<file path="config.mk">
export PLATFORM = sky130hd
export DESIGN_NAME = abs_ctrl
export DESIGN_NICKNAME = d
export VERILOG_FILES = /design/src/abs_ctrl.v /design/src/abs_pair_seq.v
export VERILOG_INCLUDE_DIRS = /design/src
export SDC_FILE = /design/constraint.sdc
export NUM_CORES = 1
export LEC_CHECK = 0
export ABC_AREA = 1
export ABC_CLOCK_PERIOD_IN_PS = 5200
export BUFFER_PORTS_ARGS = -buffer_cell sky130_fd_sc_hd__buf_2
export CAP_MARGIN = 20
export CELL_PAD_IN_SITES_DETAIL_PLACEMENT = 0
export CELL_PAD_IN_SITES_GLOBAL_PLACEMENT = 1
export CORE_MARGIN = 1
export CORE_UTILIZATION = 43
export DETAILED_ROUTE_END_ITERATION = 10
export PLACE_DENSITY_LB_ADDON = 0.1
export REMOVE_ABC_BUFFERS = 1
export SYNTH_ARGS = -nofsm -noshare
export SYNTH_HDL_FRONTEND = slang
export SYNTH_SLANG_ARGS = --single-unit
</file>
<file path="constraint.sdc">
create_clock -name clk -period 5.2 [get_ports clk]
set_input_delay 0.52 -clock clk [delete_from_list [all_inputs] [get_ports clk]]
set_output_delay 0.52 -clock clk [all_outputs]
set_load 0.01 [all_outputs]
</file>
<file path="src/abs_regs.vh">
// Register map, field positions, reset values and timing counts of the sleep/busy control
`ifndef ABS_REGS_VH
`define ABS_REGS_VH

// Byte offsets on the register bus
`define ABS_OFS_CONFIG 4'h0
`define ABS_OFS_STATUS 4'h4
`define ABS_OFS_CONTROL 4'h8
`define ABS_OFS_COUNT 4'hC

// Configuration word fields
`define ABS_CFG_BUSY_IRQ_SEL 27
`define ABS_CFG_RANGE_A 24
`define ABS_CFG_RANGE_B 23
`define ABS_CFG_RANGE_C 21
`define ABS_CFG_PD_D 18
`define ABS_CFG_RESET 32'h0000_0000
// Writable bits of the configuration word
`define ABS_CFG_MASK 32'h09A4_0000

// Status word fields
`define ABS_ST_OUT 0
`define ABS_ST_IRQ 1
`define ABS_ST_SLEEP 2
`define ABS_ST_SERIAL 3
`define ABS_ST_PAIR_LO 4
`define ABS_ST_HW_MODE 8

// Control word fields (write one)
`define ABS_CTL_IRQ_CLEAR 0

// Timing: conversion clock period in ns, system clock period in ns
`define ABS_CCLK_PERIOD_NS 40
`define ABS_CLK_PERIOD_NS 8
// System clocks per conversion clock
`define ABS_CCLK_DIV (`ABS_CCLK_PERIOD_NS / `ABS_CLK_PERIOD_NS)
// Conversion clocks of auto-sleep delay before hold
`define ABS_SLEEP_CCLK 6
// Conversion clocks that one pair conversion takes
`define ABS_CONV_CCLK 19
`define ABS_SLEEP_CLKS (`ABS_SLEEP_CCLK * `ABS_CCLK_DIV)
`define ABS_CONV_CLKS (`ABS_CONV_CCLK * `ABS_CCLK_DIV)

`endif

</file>
<file path="src/abs_ctrl.v">
// Sleep, busy/interrupt and range control of an eight-channel sampling converter
// Contract
// Auto-sleep low: conversion starts with no added delay.
// Auto-sleep high: hold and conversion begin six conversion clocks after start.
// Host should pick auto-sleep at low data rates to save power.
// Select bit 0: shared status output is a busy indicator.
// Busy mode: high on start, low one conversion clock per finished pair.
// Busy mode: after the last started pair finishes, output stays low.
// Select bit 1: output is an interrupt, set at completion, held until cleared.
// Pair A is the master pair, always active, never powered down.
// Pair A range: range pin in hardware mode, config bit 24 in software mode.
// Pair B range: range pin in hardware mode, config bit 23 in software mode.
// Interface select low picks parallel, high picks serial pin roles.
// Rising edge of a pair start input converts both inputs of that pair.
// Pair C range: range pin in hardware mode, config bit 21 in software mode.
// Interrupt clear is an input of selectable polarity plus a software clear.
//
// Our own choices: the Avalon-MM slave port and the register offsets.
`timescale 1ns/100ps
`include "abs_regs.vh"
module abs_ctrl
#(
  parameter CLEAR_ACTIVE_HIGH = 1
)
(
  input wire clk,
  input wire rst,
  // Avalon-MM slave
  input wire [3:0] avs_address,
  input wire avs_read,
  input wire avs_write,
  input wire [31:0] avs_writedata,
  input wire [3:0] avs_byteenable,
  output reg [31:0] avs_readdata,
  output wire avs_waitrequest,
  // Pins from the host side, asynchronous
  input wire [3:0] pair_conversion_start,
  input wire auto_sleep_enable,
  input wire interface_select,
  input wire hw_mode,
  input wire range_pin,
  input wire irq_clear_in,
  // Converter side
  output wire [3:0] pair_hold,
  output reg range_a,
  output reg range_b,
  output reg range_c,
  output reg parallel_active,
  output reg serial_active,
  output reg busy_irq_out
);
  localparam [31:0] LOW_CLKS_W = `ABS_CCLK_DIV;
  localparam [7:0] LOW_CLKS = LOW_CLKS_W[7:0];
  localparam [31:0] CFG_RESET = `ABS_CFG_RESET;
  localparam [31:0] CFG_MASK = `ABS_CFG_MASK;

  // Byte-lane merge of a write into a register
  function [31:0] abs_merge;
    input [31:0] old;
    input [31:0] data;
    input [3:0] be;
    integer i;
    begin
      abs_merge = old;
      for (i = 0; i < 4; i = i + 1)
        if (be[i])
          abs_merge[i*8 +: 8] = data[i*8 +: 8];
    end
  endfunction

  // Word select of the slave bus; the low two address bits are byte lanes
  function abs_sel;
    input [3:0] addr;
    input [3:0] ofs;
    begin
      abs_sel = (addr[3:2] == ofs[3:2]);
    end
  endfunction

  // Range source: pin in hardware mode, configuration bit in software mode
  function abs_range;
    input hw;
    input pin;
    input cfg;
    begin
      abs_range = hw ? pin : cfg;
    end
  endfunction

  // Number of pairs finishing in one clock, widened to the counter
  function [15:0] abs_count;
    input [3:0] d;
    integer i;
    begin
      abs_count = 16'h0000;
      for (i = 0; i < 4; i = i + 1)
        abs_count = abs_count + {15'h0000, d[i]};
    end
  endfunction

  // Synchronisers: first stage feeds only the second
  reg [3:0] start_meta;
  reg [3:0] start_sync;
  reg [3:0] start_prev;
  reg [4:0] lvl_meta;
  reg [4:0] lvl_sync;

  always @(posedge clk or posedge rst)
  begin
    if (rst)
    begin
      start_meta <= 4'h0;
      start_sync <= 4'h0;
      start_prev <= 4'h0;
      lvl_meta <= 5'h00;
      lvl_sync <= 5'h00;
    end
    else
    begin
      start_meta <= pair_conversion_start;
      start_sync <= start_meta;
      start_prev <= start_sync;
      lvl_meta <= {irq_clear_in, range_pin, hw_mode, interface_select, auto_sleep_enable};
      lvl_sync <= lvl_meta;
    end
  end

  // Synchronised pin levels, the clear taken in its active sense
  wire sleep_s = lvl_sync[0];
  wire ser_s = lvl_sync[1];
  wire hw_s = lvl_sync[2];
  wire range_s = lvl_sync[3];
  wire clr_s = (CLEAR_ACTIVE_HIGH != 0) ? lvl_sync[4] : ~lvl_sync[4];
  // Rising edge of each pair start input
  wire [3:0] start_rise = start_sync & ~start_prev;

  // Registers
  reg [31:0] config_reg;
  reg irq_flag;
  reg [15:0] done_count;
  reg ack;

  wire busy_irq_select_bit = config_reg[`ABS_CFG_BUSY_IRQ_SEL];
  // Pair A never powers down; only D has a power-down bit here
  wire [3:0] pair_enable = {~config_reg[`ABS_CFG_PD_D], 3'b111};

  // Per-pair state from the sequencers
  wire [3:0] pair_active;
  wire [3:0] pair_done;

  // One sequencer per pair; both inputs of a pair share it
  genvar g;
  generate
    for (g = 0; g < 4; g = g + 1)
    begin : g_pair
      abs_pair_seq u_seq
      (
        .clk(clk),
        .rst(rst),
        .start(start_rise[g]),
        .auto_sleep(sleep_s),
        .enable(pair_enable[g]),
        .active(pair_active[g]),
        .hold(pair_hold[g]),
        .done(pair_done[g])
      );
    end
  endgenerate

  // Summary of the four sequencers
  wire any_done = |pair_done;
  wire any_active = |pair_active;
  // Completion of the last running pair: all sequencers idle at the done
  wire last_done = any_done && !any_active;
  // Starts a sequencer accepts; an ignored start must not raise busy
  wire [3:0] start_taken = start_rise & pair_enable & ~pair_active;
  wire any_taken = |start_taken;

  // Low window after each finished pair, one conversion clock long
  reg [7:0] low_cnt;
  always @(posedge clk or posedge rst)
  begin
    if (rst)
    begin
      low_cnt <= 8'h00;
    end
    else if (any_done)
    begin
      low_cnt <= LOW_CLKS - 8'h01;
    end
    else if (low_cnt != 8'h00)
    begin
      low_cnt <= low_cnt - 8'h01;
    end
  end

  // Bus handshake: one wait cycle, then the request is taken
  wire req = avs_read || avs_write;
  assign avs_waitrequest = req && !ack;
  wire take = req && ack;
  wire wr_take = take && avs_write;
  wire sw_clear = wr_take && abs_sel(avs_address, `ABS_OFS_CONTROL)
    && avs_byteenable[0] && avs_writedata[`ABS_CTL_IRQ_CLEAR];

  // Interrupt flag: a completion in the clear cycle wins over the clear
  always @(posedge clk or posedge rst)
  begin
    if (rst)
    begin
      irq_flag <= 1'b0;
    end
    else if (last_done)
    begin
      irq_flag <= 1'b1;
    end
    else if (clr_s || sw_clear)
    begin
      irq_flag <= 1'b0;
    end
  end

  // Shared status output, registered
  reg next_out;
  always @*
  begin
    if (busy_irq_select_bit)
    begin
      next_out = irq_flag;
    end
    else
    begin
      // Busy mode: high while any pair runs, except in low windows;
      // after the last pair ends nothing is active so it stays low
      next_out = (any_active || any_taken) && !any_done
        && (low_cnt == 8'h00 || any_taken);
    end
  end

  always @(posedge clk or posedge rst)
  begin
    if (rst)
    begin
      busy_irq_out <= 1'b0;
    end
    else
    begin
      busy_irq_out <= next_out;
    end
  end

  // Range and interface role outputs
  always @(posedge clk or posedge rst)
  begin
    if (rst)
    begin
      range_a <= 1'b0;
      range_b <= 1'b0;
      range_c <= 1'b0;
      parallel_active <= 1'b1;
      serial_active <= 1'b0;
    end
    else
    begin
      range_a <= abs_range(hw_s, range_s, config_reg[`ABS_CFG_RANGE_A]);
      range_b <= abs_range(hw_s, range_s, config_reg[`ABS_CFG_RANGE_B]);
      range_c <= abs_range(hw_s, range_s, config_reg[`ABS_CFG_RANGE_C]);
      parallel_active <= !ser_s;
      serial_active <= ser_s;
    end
  end

  // Completed pair conversions, wraps at 16 bits
  always @(posedge clk or posedge rst)
  begin
    if (rst)
    begin
      done_count <= 16'h0000;
    end
    else if (wr_take && abs_sel(avs_address, `ABS_OFS_COUNT))
    begin
      done_count <= 16'h0000;
    end
    else if (any_done)
    begin
      done_count <= done_count + abs_count(pair_done);
    end
  end

  // Register map, one word per offset:
  // configuration is read-write through the writable-bit mask,
  // status is read-only live state, control is write-one-to-clear,
  // count is read-only and cleared by any write.
  // Control reads return zero; writes to status are ignored.
  // Status word assembled from live state
  wire [31:0] status_word = {23'h00_0000, hw_s, pair_active, ser_s, sleep_s,
    irq_flag, busy_irq_out};

  // Acknowledge one clock after the request rises, then drop for a clock;
  // costs a cycle per access but keeps read data registered,
  // and back-to-back requests each see one wait state
  always @(posedge clk or posedge rst)
  begin
    if (rst)
    begin
      ack <= 1'b0;
    end
    else
    begin
      ack <= avs_waitrequest;
    end
  end

  // Read data latched in the wait cycle, so it stands at the taking edge
  always @(posedge clk or posedge rst)
  begin
    if (rst)
    begin
      avs_readdata <= 32'h0000_0000;
    end
    else if (avs_read && !ack)
    begin
      case (avs_address[3:2])
        2'b00: avs_readdata <= config_reg;
        2'b01: avs_readdata <= status_word;
        2'b11: avs_readdata <= {16'h0000, done_count};
        default: avs_readdata <= 32'h0000_0000;
      endcase
    end
  end

  // Configuration word; bits outside the mask always read as zero
  always @(posedge clk or posedge rst)
  begin
    if (rst)
    begin
      config_reg <= CFG_RESET;
    end
    else if (wr_take && abs_sel(avs_address, `ABS_OFS_CONFIG))
    begin
      config_reg <= abs_merge(config_reg, avs_writedata, avs_byteenable) & CFG_MASK;
    end
  end
endmodule // abs_ctrl

</file>
<file path="src/abs_pair_seq.v">
// Per-pair sequencer: optional auto-sleep wait, then hold and conversion
`timescale 1ns/100ps
`include "abs_regs.vh"
module abs_pair_seq
(
  input wire clk,
  input wire rst,
  input wire start,
  input wire auto_sleep,
  input wire enable,
  output reg active,
  output reg hold,
  output reg done
);
  localparam [1:0] ST_IDLE = 2'b00;
  localparam [1:0] ST_SLEEP = 2'b01;
  localparam [1:0] ST_CONV = 2'b10;
  localparam [31:0] SLEEP_CLKS_W = `ABS_SLEEP_CLKS;
  localparam [31:0] CONV_CLKS_W = `ABS_CONV_CLKS;
  localparam [7:0] SLEEP_LAST = SLEEP_CLKS_W[7:0] - 8'h01;
  localparam [7:0] CONV_LAST = CONV_CLKS_W[7:0] - 8'h01;

  reg [1:0] state;
  reg [7:0] cnt;

  // Starts during a running conversion are ignored; the pair finishes first
  always @(posedge clk or posedge rst)
  begin
    if (rst)
    begin
      state <= ST_IDLE;
      cnt <= 8'h00;
      active <= 1'b0;
      hold <= 1'b0;
      done <= 1'b0;
    end
    else
    begin
      done <= 1'b0;
      case (state)
        ST_IDLE:
        begin
          cnt <= 8'h00;
          if (start && enable)
          begin
            active <= 1'b1;
            if (auto_sleep)
            begin
              state <= ST_SLEEP;
            end
            else
            begin
              state <= ST_CONV;
              hold <= 1'b1;
            end
          end
        end
        ST_SLEEP:
        begin
          if (cnt == SLEEP_LAST)
          begin
            cnt <= 8'h00;
            state <= ST_CONV;
            hold <= 1'b1;
          end
          else
          begin
            cnt <= cnt + 8'h01;
          end
        end
        ST_CONV:
        begin
          if (cnt == CONV_LAST)
          begin
            cnt <= 8'h00;
            state <= ST_IDLE;
            active <= 1'b0;
            hold <= 1'b0;
            done <= 1'b1;
          end
          else
          begin
            cnt <= cnt + 8'h01;
          end
        end
        default:
        begin
          state <= ST_IDLE;
          active <= 1'b0;
          hold <= 1'b0;
        end
      endcase
    end
  end
endmodule // abs_pair_seq

</file>
## Word level (Yosys, flattened, before mapping)

Index checks and enable logic that the tools add are counted.

| cells by class | value |
|---|---|
| bitwise operators | 10 |
| order comparisons | 0 |
| multipliers | 0 |
| add/sub/neg operators | 9 |
| eq/ne operators | 35 |
| mux-type cells | 73 |
| divide/modulo/power cells | 0 |
| reduce and logical (&&, ||, !) cells | 52 |
| shift operators | 0 |

Operators by type and width:

| operator | number |
|---|---|
| one-hot mux 8 bit (3 select lines) | 4 |
| one-hot mux 28 bit (3 select lines) | 1 |
| two-way mux 8 bit | 10 |
| adder 8 x 1 -> 8 bit (second input constant) | 4 |
| == test 8 x 5 -> 1 bit (second input constant) | 4 |
| == test 8 x 7 -> 1 bit (second input constant) | 4 |
| two-way mux 16 bit | 2 |
| two-way mux 1 bit | 31 |
| two-way mux 2 bit | 13 |
| one-hot mux 1 bit (3 select lines) | 8 |
| one-hot mux 2 bit (3 select lines) | 4 |
| AND reduction 3 bit | 8 |
| != test 2 x 1 -> 1 bit (second input constant) | 9 |
| adder 16 x 4 -> 16 bit | 1 |
| AND reduction 4 bit | 4 |
| != test 2 bit (second input constant) | 7 |
| logical AND 1 bit | 13 |
| bitwise AND 4 bit | 3 |
| == test 2 bit (second input constant) | 6 |
| nonzero test 3 bit | 4 |
| OR reduction 4 bit | 3 |
| == test 2 x 1 -> 1 bit (second input constant) | 5 |
| zero test 2 bit | 5 |
| zero test 8 bit | 1 |
| other kinds (11) | 25 |

| word-level totals | value |
|---|---|
| input bits | 53 |
| RAM bits | 0 |
| flip-flop bits (word level) | 143 |
| word-level logic and storage cells | 217 |
| ROM bits | 0 |
| memories | 0 |
| output and inout port bits | 43 |
| bits in latches | 0 |

## Depth between registers and ports, before layout

| depth | value |
|---|---|
| depth in word-level cells | 9 |
| depth in mapped cells | 11 |
| gate-level depth less buffers | 11 |

## By module

From an unflattened synthesis, not the netlist that was laid out.

| second synthesis, totals | value |
|---|---|
| cells, all modules | 797 |
| area, all modules | 6707.7 um^2 |

By module, submodules not included:

| module | seq. area each (um^2) | times used | cells an instance | area each (um^2) |
|---|---|---|---|---|
| abs_ctrl | 2003.2 | 1 | 380 | 3470.8 |
| abs_pair_seq at g_pair[0].u_seq ... | 325.3 | 3 | 101 | 797.0 |
| abs_pair_seq at g_pair[3].u_seq | 325.3 | 1 | 114 | 845.8 |

## Worst setup path before layout

Ideal clock, no wire load.

| timing | value |
|---|---|
| path kind | reg-to-reg |
| from | register done_count[0] |
| to | register done_count[14] |
| data arrival time | 2.105 ns |
| setup time | 0.117 ns |
| cell stages (with the launch flop) | 12 |
| setup slack | 2.978 ns |
| required time | 5.083 ns |
| clock period less this slack | 2.222 ns |
| buffers on the path | 0 |
| cells stage by stage | dfrtp_1 > fa_1 > fa_1 > fa_1 > nand2_1 > inv_1 > nand2_2 > nor2_4 > nand3_1 > nand2_1 > nand2_1 > nor2_1 |

| on the way | value |
|---|---|
| longest elaborated chain between the ends | 3 |

RTL lines:

| item | line | text |
|---|---|---|
| start: declaration | abs_ctrl.v:140 | `reg [15:0] done_count;` |
| start signal: assignment | abs_ctrl.v:285 | `done_count <= done_count + abs_count(pair_done);` |
| adder 16 x 4 -> 16 bit | abs_ctrl.v:285 |  |
| two-way mux 16 bit | abs_ctrl.v:283 | `else if (any_done)` |
| two-way mux 16 bit | abs_ctrl.v:279 | `` else if (wr_take && abs_sel(avs_address, `ABS_OFS_COUNT)) `` |

Every way passes these cells. The select of a mux whose other input is x is not followed.
A chain may end at the register's enable or synchronous reset.

## Final worst setup path

| timing | value |
|---|---|
| from | register done_count[0] |
| to | register done_count[6] |

Same word-level chain as after synthesis.

==> flow_summary.yaml <==
run_status:
  outcome: "completed"
worst_setup_path:
  cp.arrival_ns: 2.70
  required_time_of_the_worst_setup_path_ns: 5.51
  critical_path.startpoint_type: "register"
  worstSetupEndpointType: "register"
  crit_path_max_fanout: 3
  path_class: "reg -> reg"
floorplanning:
  fp.dieH_um: 128
  core_area_sq_um: 15300
  io-pin-count: 96
  number_of_placement_rows: 45
  die_width_um: 128
  fp.dieArea_sq_um: 16300
  start_util_pct: 44.5
finish:
  mostFrequentLayoutCell: "nand2_1"
  largest_reg_flops: 32
  post-route-util_pct: 51.3
  top_regs: "g_pair.u_seq.cnt: 32 flops, avs_readdata: 21 flops, done_count: 16 flops"
  filler_cell_count: 1466
  final_cell_mix: "nand2_1 (165), dfrtp_1 (131), inv_1 (101)"
  areaGrowthSynthToFinish_pct: 15.4
  post_route_cells_drive_above_1_share_pct: 17.6
  final_net_count: 946
  regMostFlops: "g_pair.u_seq.cnt"
  antenna_diodes: 0
job:
  maxCapViolations: 0
timing:
  final_setup_skew_ns: 0.00686
  hold-worst-slack_ns: 0.211
  max_slew_margin_pct: 46.9
  maxSlewViolCount: 0
  fmax_mhz: 419
  hold_viol_final: 0
  least_margin_pin_slew_ns: 0.797
  fin_tns_setup_ns: 0
  setup_repair_after_global_routing_missed_its_margin: "false"
  finalSetupViolCount: 0
  final.period_utilization_pct: 45.9
  finalWorstPathRequiredPeriod_ns: 2.39
  finalWorstSetupSlack_ns: 2.81
cts:
  max-clock-path-buffers: 2
  post_cts.repair.setup_buffers: 0
  ctsHtreeMaxLevel: 4
  cts_inserted_buffers: 17
  cts-resized-gates: 0
  cts.root.buffer_cell: "clkbuf_16"
  worst_setup_hold_path_clk_slew_ns: 0.06
  cts_tree: "built"
  holdBufCountCts: 0
  cts_sink_count: 132
  worst_skew_pair.late_latency_ns: 0.41
routing:
  drc: 0
  dr_total_vias: 5229
  initialDrtViolationCount: 188
  detail_route.first_pass.iterations: 4
  drt_wl_total_mm: 13.9
  avgRoutedWirePerCell_um: 12.9
  final_antenna_net_count: 0
  routed_via_density: 4.82
global_routing:
  grt_antenna_before_repair: 0
  grt_first_pass_wirelength_mm: 24.4
  grt_max_degree: 89
  grt_use_total_pct: 18.9
  grt_pass1_vias: 5270
  grt-ovfl-total: 0
placement:
  place_congestion: 0.779
  preCtsSetupSlack_ns: 2.80
  hpwlAfterDp_mm: 9.93
  place.port_buffers: 55
synth:
  yosysTopAreaCell: "dfrtp_1"
  postSynthRegisterBits: 132
  synth.top_cell.area_share_pct: 48.1
  post_synthesis_cells: 800
  ys_types: 37
  largest_cells_by_area_after_synthesis: "dfrtp_1 (48%), nand2_1 (9.1%), inv_1 (5.6%)"
  syn-mean-instance-area_sq_um: 8.51
  yosys_warnings: 0
  register_area_share_after_synthesis_pct: 48.5
  mappedNetlistArea_sq_um: 6810
min_path:
  type_of_the_worst_min_delay_path: "in -> reg"
pwr:
  static-leakage-power_nw: 3.87
  cellPowerDensity_nw_per_um2: 421
  finalPower_mw: 3.31
  max-vdd-ir-drop_mv: 0.272
[worst max-delay path: stages, from the launching register on]
cell	delay (ns)
dfrtp_1	0.40
fa_1	0.50
fa_1	0.43
fa_1	0.42
nand2_1	0.09
inv_1	0.06
nand2_1	0.10
nor2_1	0.07
nand2_1	0.07
nand2_1	0.05
nand2_1	0.05
nor2_1	0.04
[worst paths after layout]
| kind | startpoint | end | slack (ns) | cells past startpoint |
|---|---|---|---|---|
| setup / recovery | done_count[0] | done_count[6] | 2.81 | 11 |
| hold / removal | irq_clear_in | lvl_meta[4] | 0.21 | 1 |
| setup reg to reg | done_count[0] | done_count[6] | 2.81 | 11 |
| hold reg to reg | lvl_meta[3] | lvl_sync[3] | 0.34 | 0 |
| max in group asynchronous | rst | low_cnt[7] | 3.83 | 3 |
| min in group asynchronous | rst | g_pair[0].u_seq.cnt[4] | 0.28 | 2 |
[cell type report]
| type | count | area (sq um) | share of cell area (%) |
|---|---|---|---|
| Timing Repair Buffer | 56 | 283 | 3.60 |
| Multi-Input combinational cell | 543 | 2960 | 37.7 |
| Tap cell | 211 | 264 | 3.36 |
| Inverter | 110 | 418 | 5.32 |
| Clock inverter | 13 | 180 | 2.29 |
| Sequential cell | 132 | 3300 | 42.1 |
| Clock buffer | 19 | 443 | 5.64 |
[cell families (layout without fill, tap and decap cells)]
| group | Yosys count | count (layout) | share of synthesized area (%) |
|---|---|---|---|
| xor gates and xnor gates | 16 | 16 | 2.06 |
| AOI/OAI and AO/OA | 110 | 110 | 8.82 |
| adders and majority gates | 33 | 33 | 6.39 |
| buffers and inverters | 135 | 198 | 8.49 |
| and+or+nand+nor | 373 | 373 | 25.7 |
| other | 1 | 11 | 0.0551 |
| DFF | 132 | 132 | 48.5 |
[report_power, final]
part / internal, mW / switching (mW)
Clock: 0.813 / 0.451
Combinational: 0.283 / 0.530
Sequential: 1.14 / 0.0852
Total: 2.24 / 1.07
[Yosys cell counts]
| cell type | number |
|---|---|
| nor2_1 | 67 |
| inv_1 | 102 |
| nand3_2 | 7 |
| o21bai_1 | 2 |
| xor2_1 | 16 |
| buf_2 | 8 |
| or2_2 | 1 |
| o22ai_1 | 1 |
| buf_4 | 16 |
| nor2_2 | 7 |
| nand3_1 | 48 |
| nor4_1 | 1 |
| dfstp_2 | 1 |
| nand2_4 | 3 |
| nor2_4 | 5 |
| o21ai_1 | 20 |
| o221ai_1 | 2 |
| inv_2 | 8 |
| o311ai_0 | 1 |
| o21ai_0 | 23 |
| nand2_1 | 165 |
| a211oi_1 | 1 |
| nand3b_1 | 2 |
| and3_1 | 1 |
| conb_1 | 1 |
| a21oi_2 | 6 |
| clkbuf_2 | 1 |
| dfrtp_1 | 131 |
| nor3b_1 | 2 |
| ha_1 | 30 |
| fa_1 | 3 |
| nand4_1 | 21 |
| nor3_1 | 14 |
| a21boi_1 | 3 |
| and2_1 | 1 |
| nand2_2 | 28 |
| a21oi_1 | 51 |
[through the flow]
| stage | cells | cell area, sq um |
|---|---|---|
| after floorplan | 785 | 6680 |
| after global placement | 1052 | 7230 |
| after detailed placement | 1052 | 7230 |
| after CTS | 1084 | 7860 |
| after global routing | 1084 | 7860 |
| final | 1084 | 7860 |
[layer usage]
metal | track usage (%) | up-vias | share of wire (%)
met5 | 0 | - | 0
met4 | 5.81 | 0 | 0.95
met3 | 4.47 | 11 | 3.1
met2 | 32.3 | 81 | 49
met1 | 23.7 | 2471 | 47
li1 | - | 2666 | -
Power figures use the tool's default switching activity.
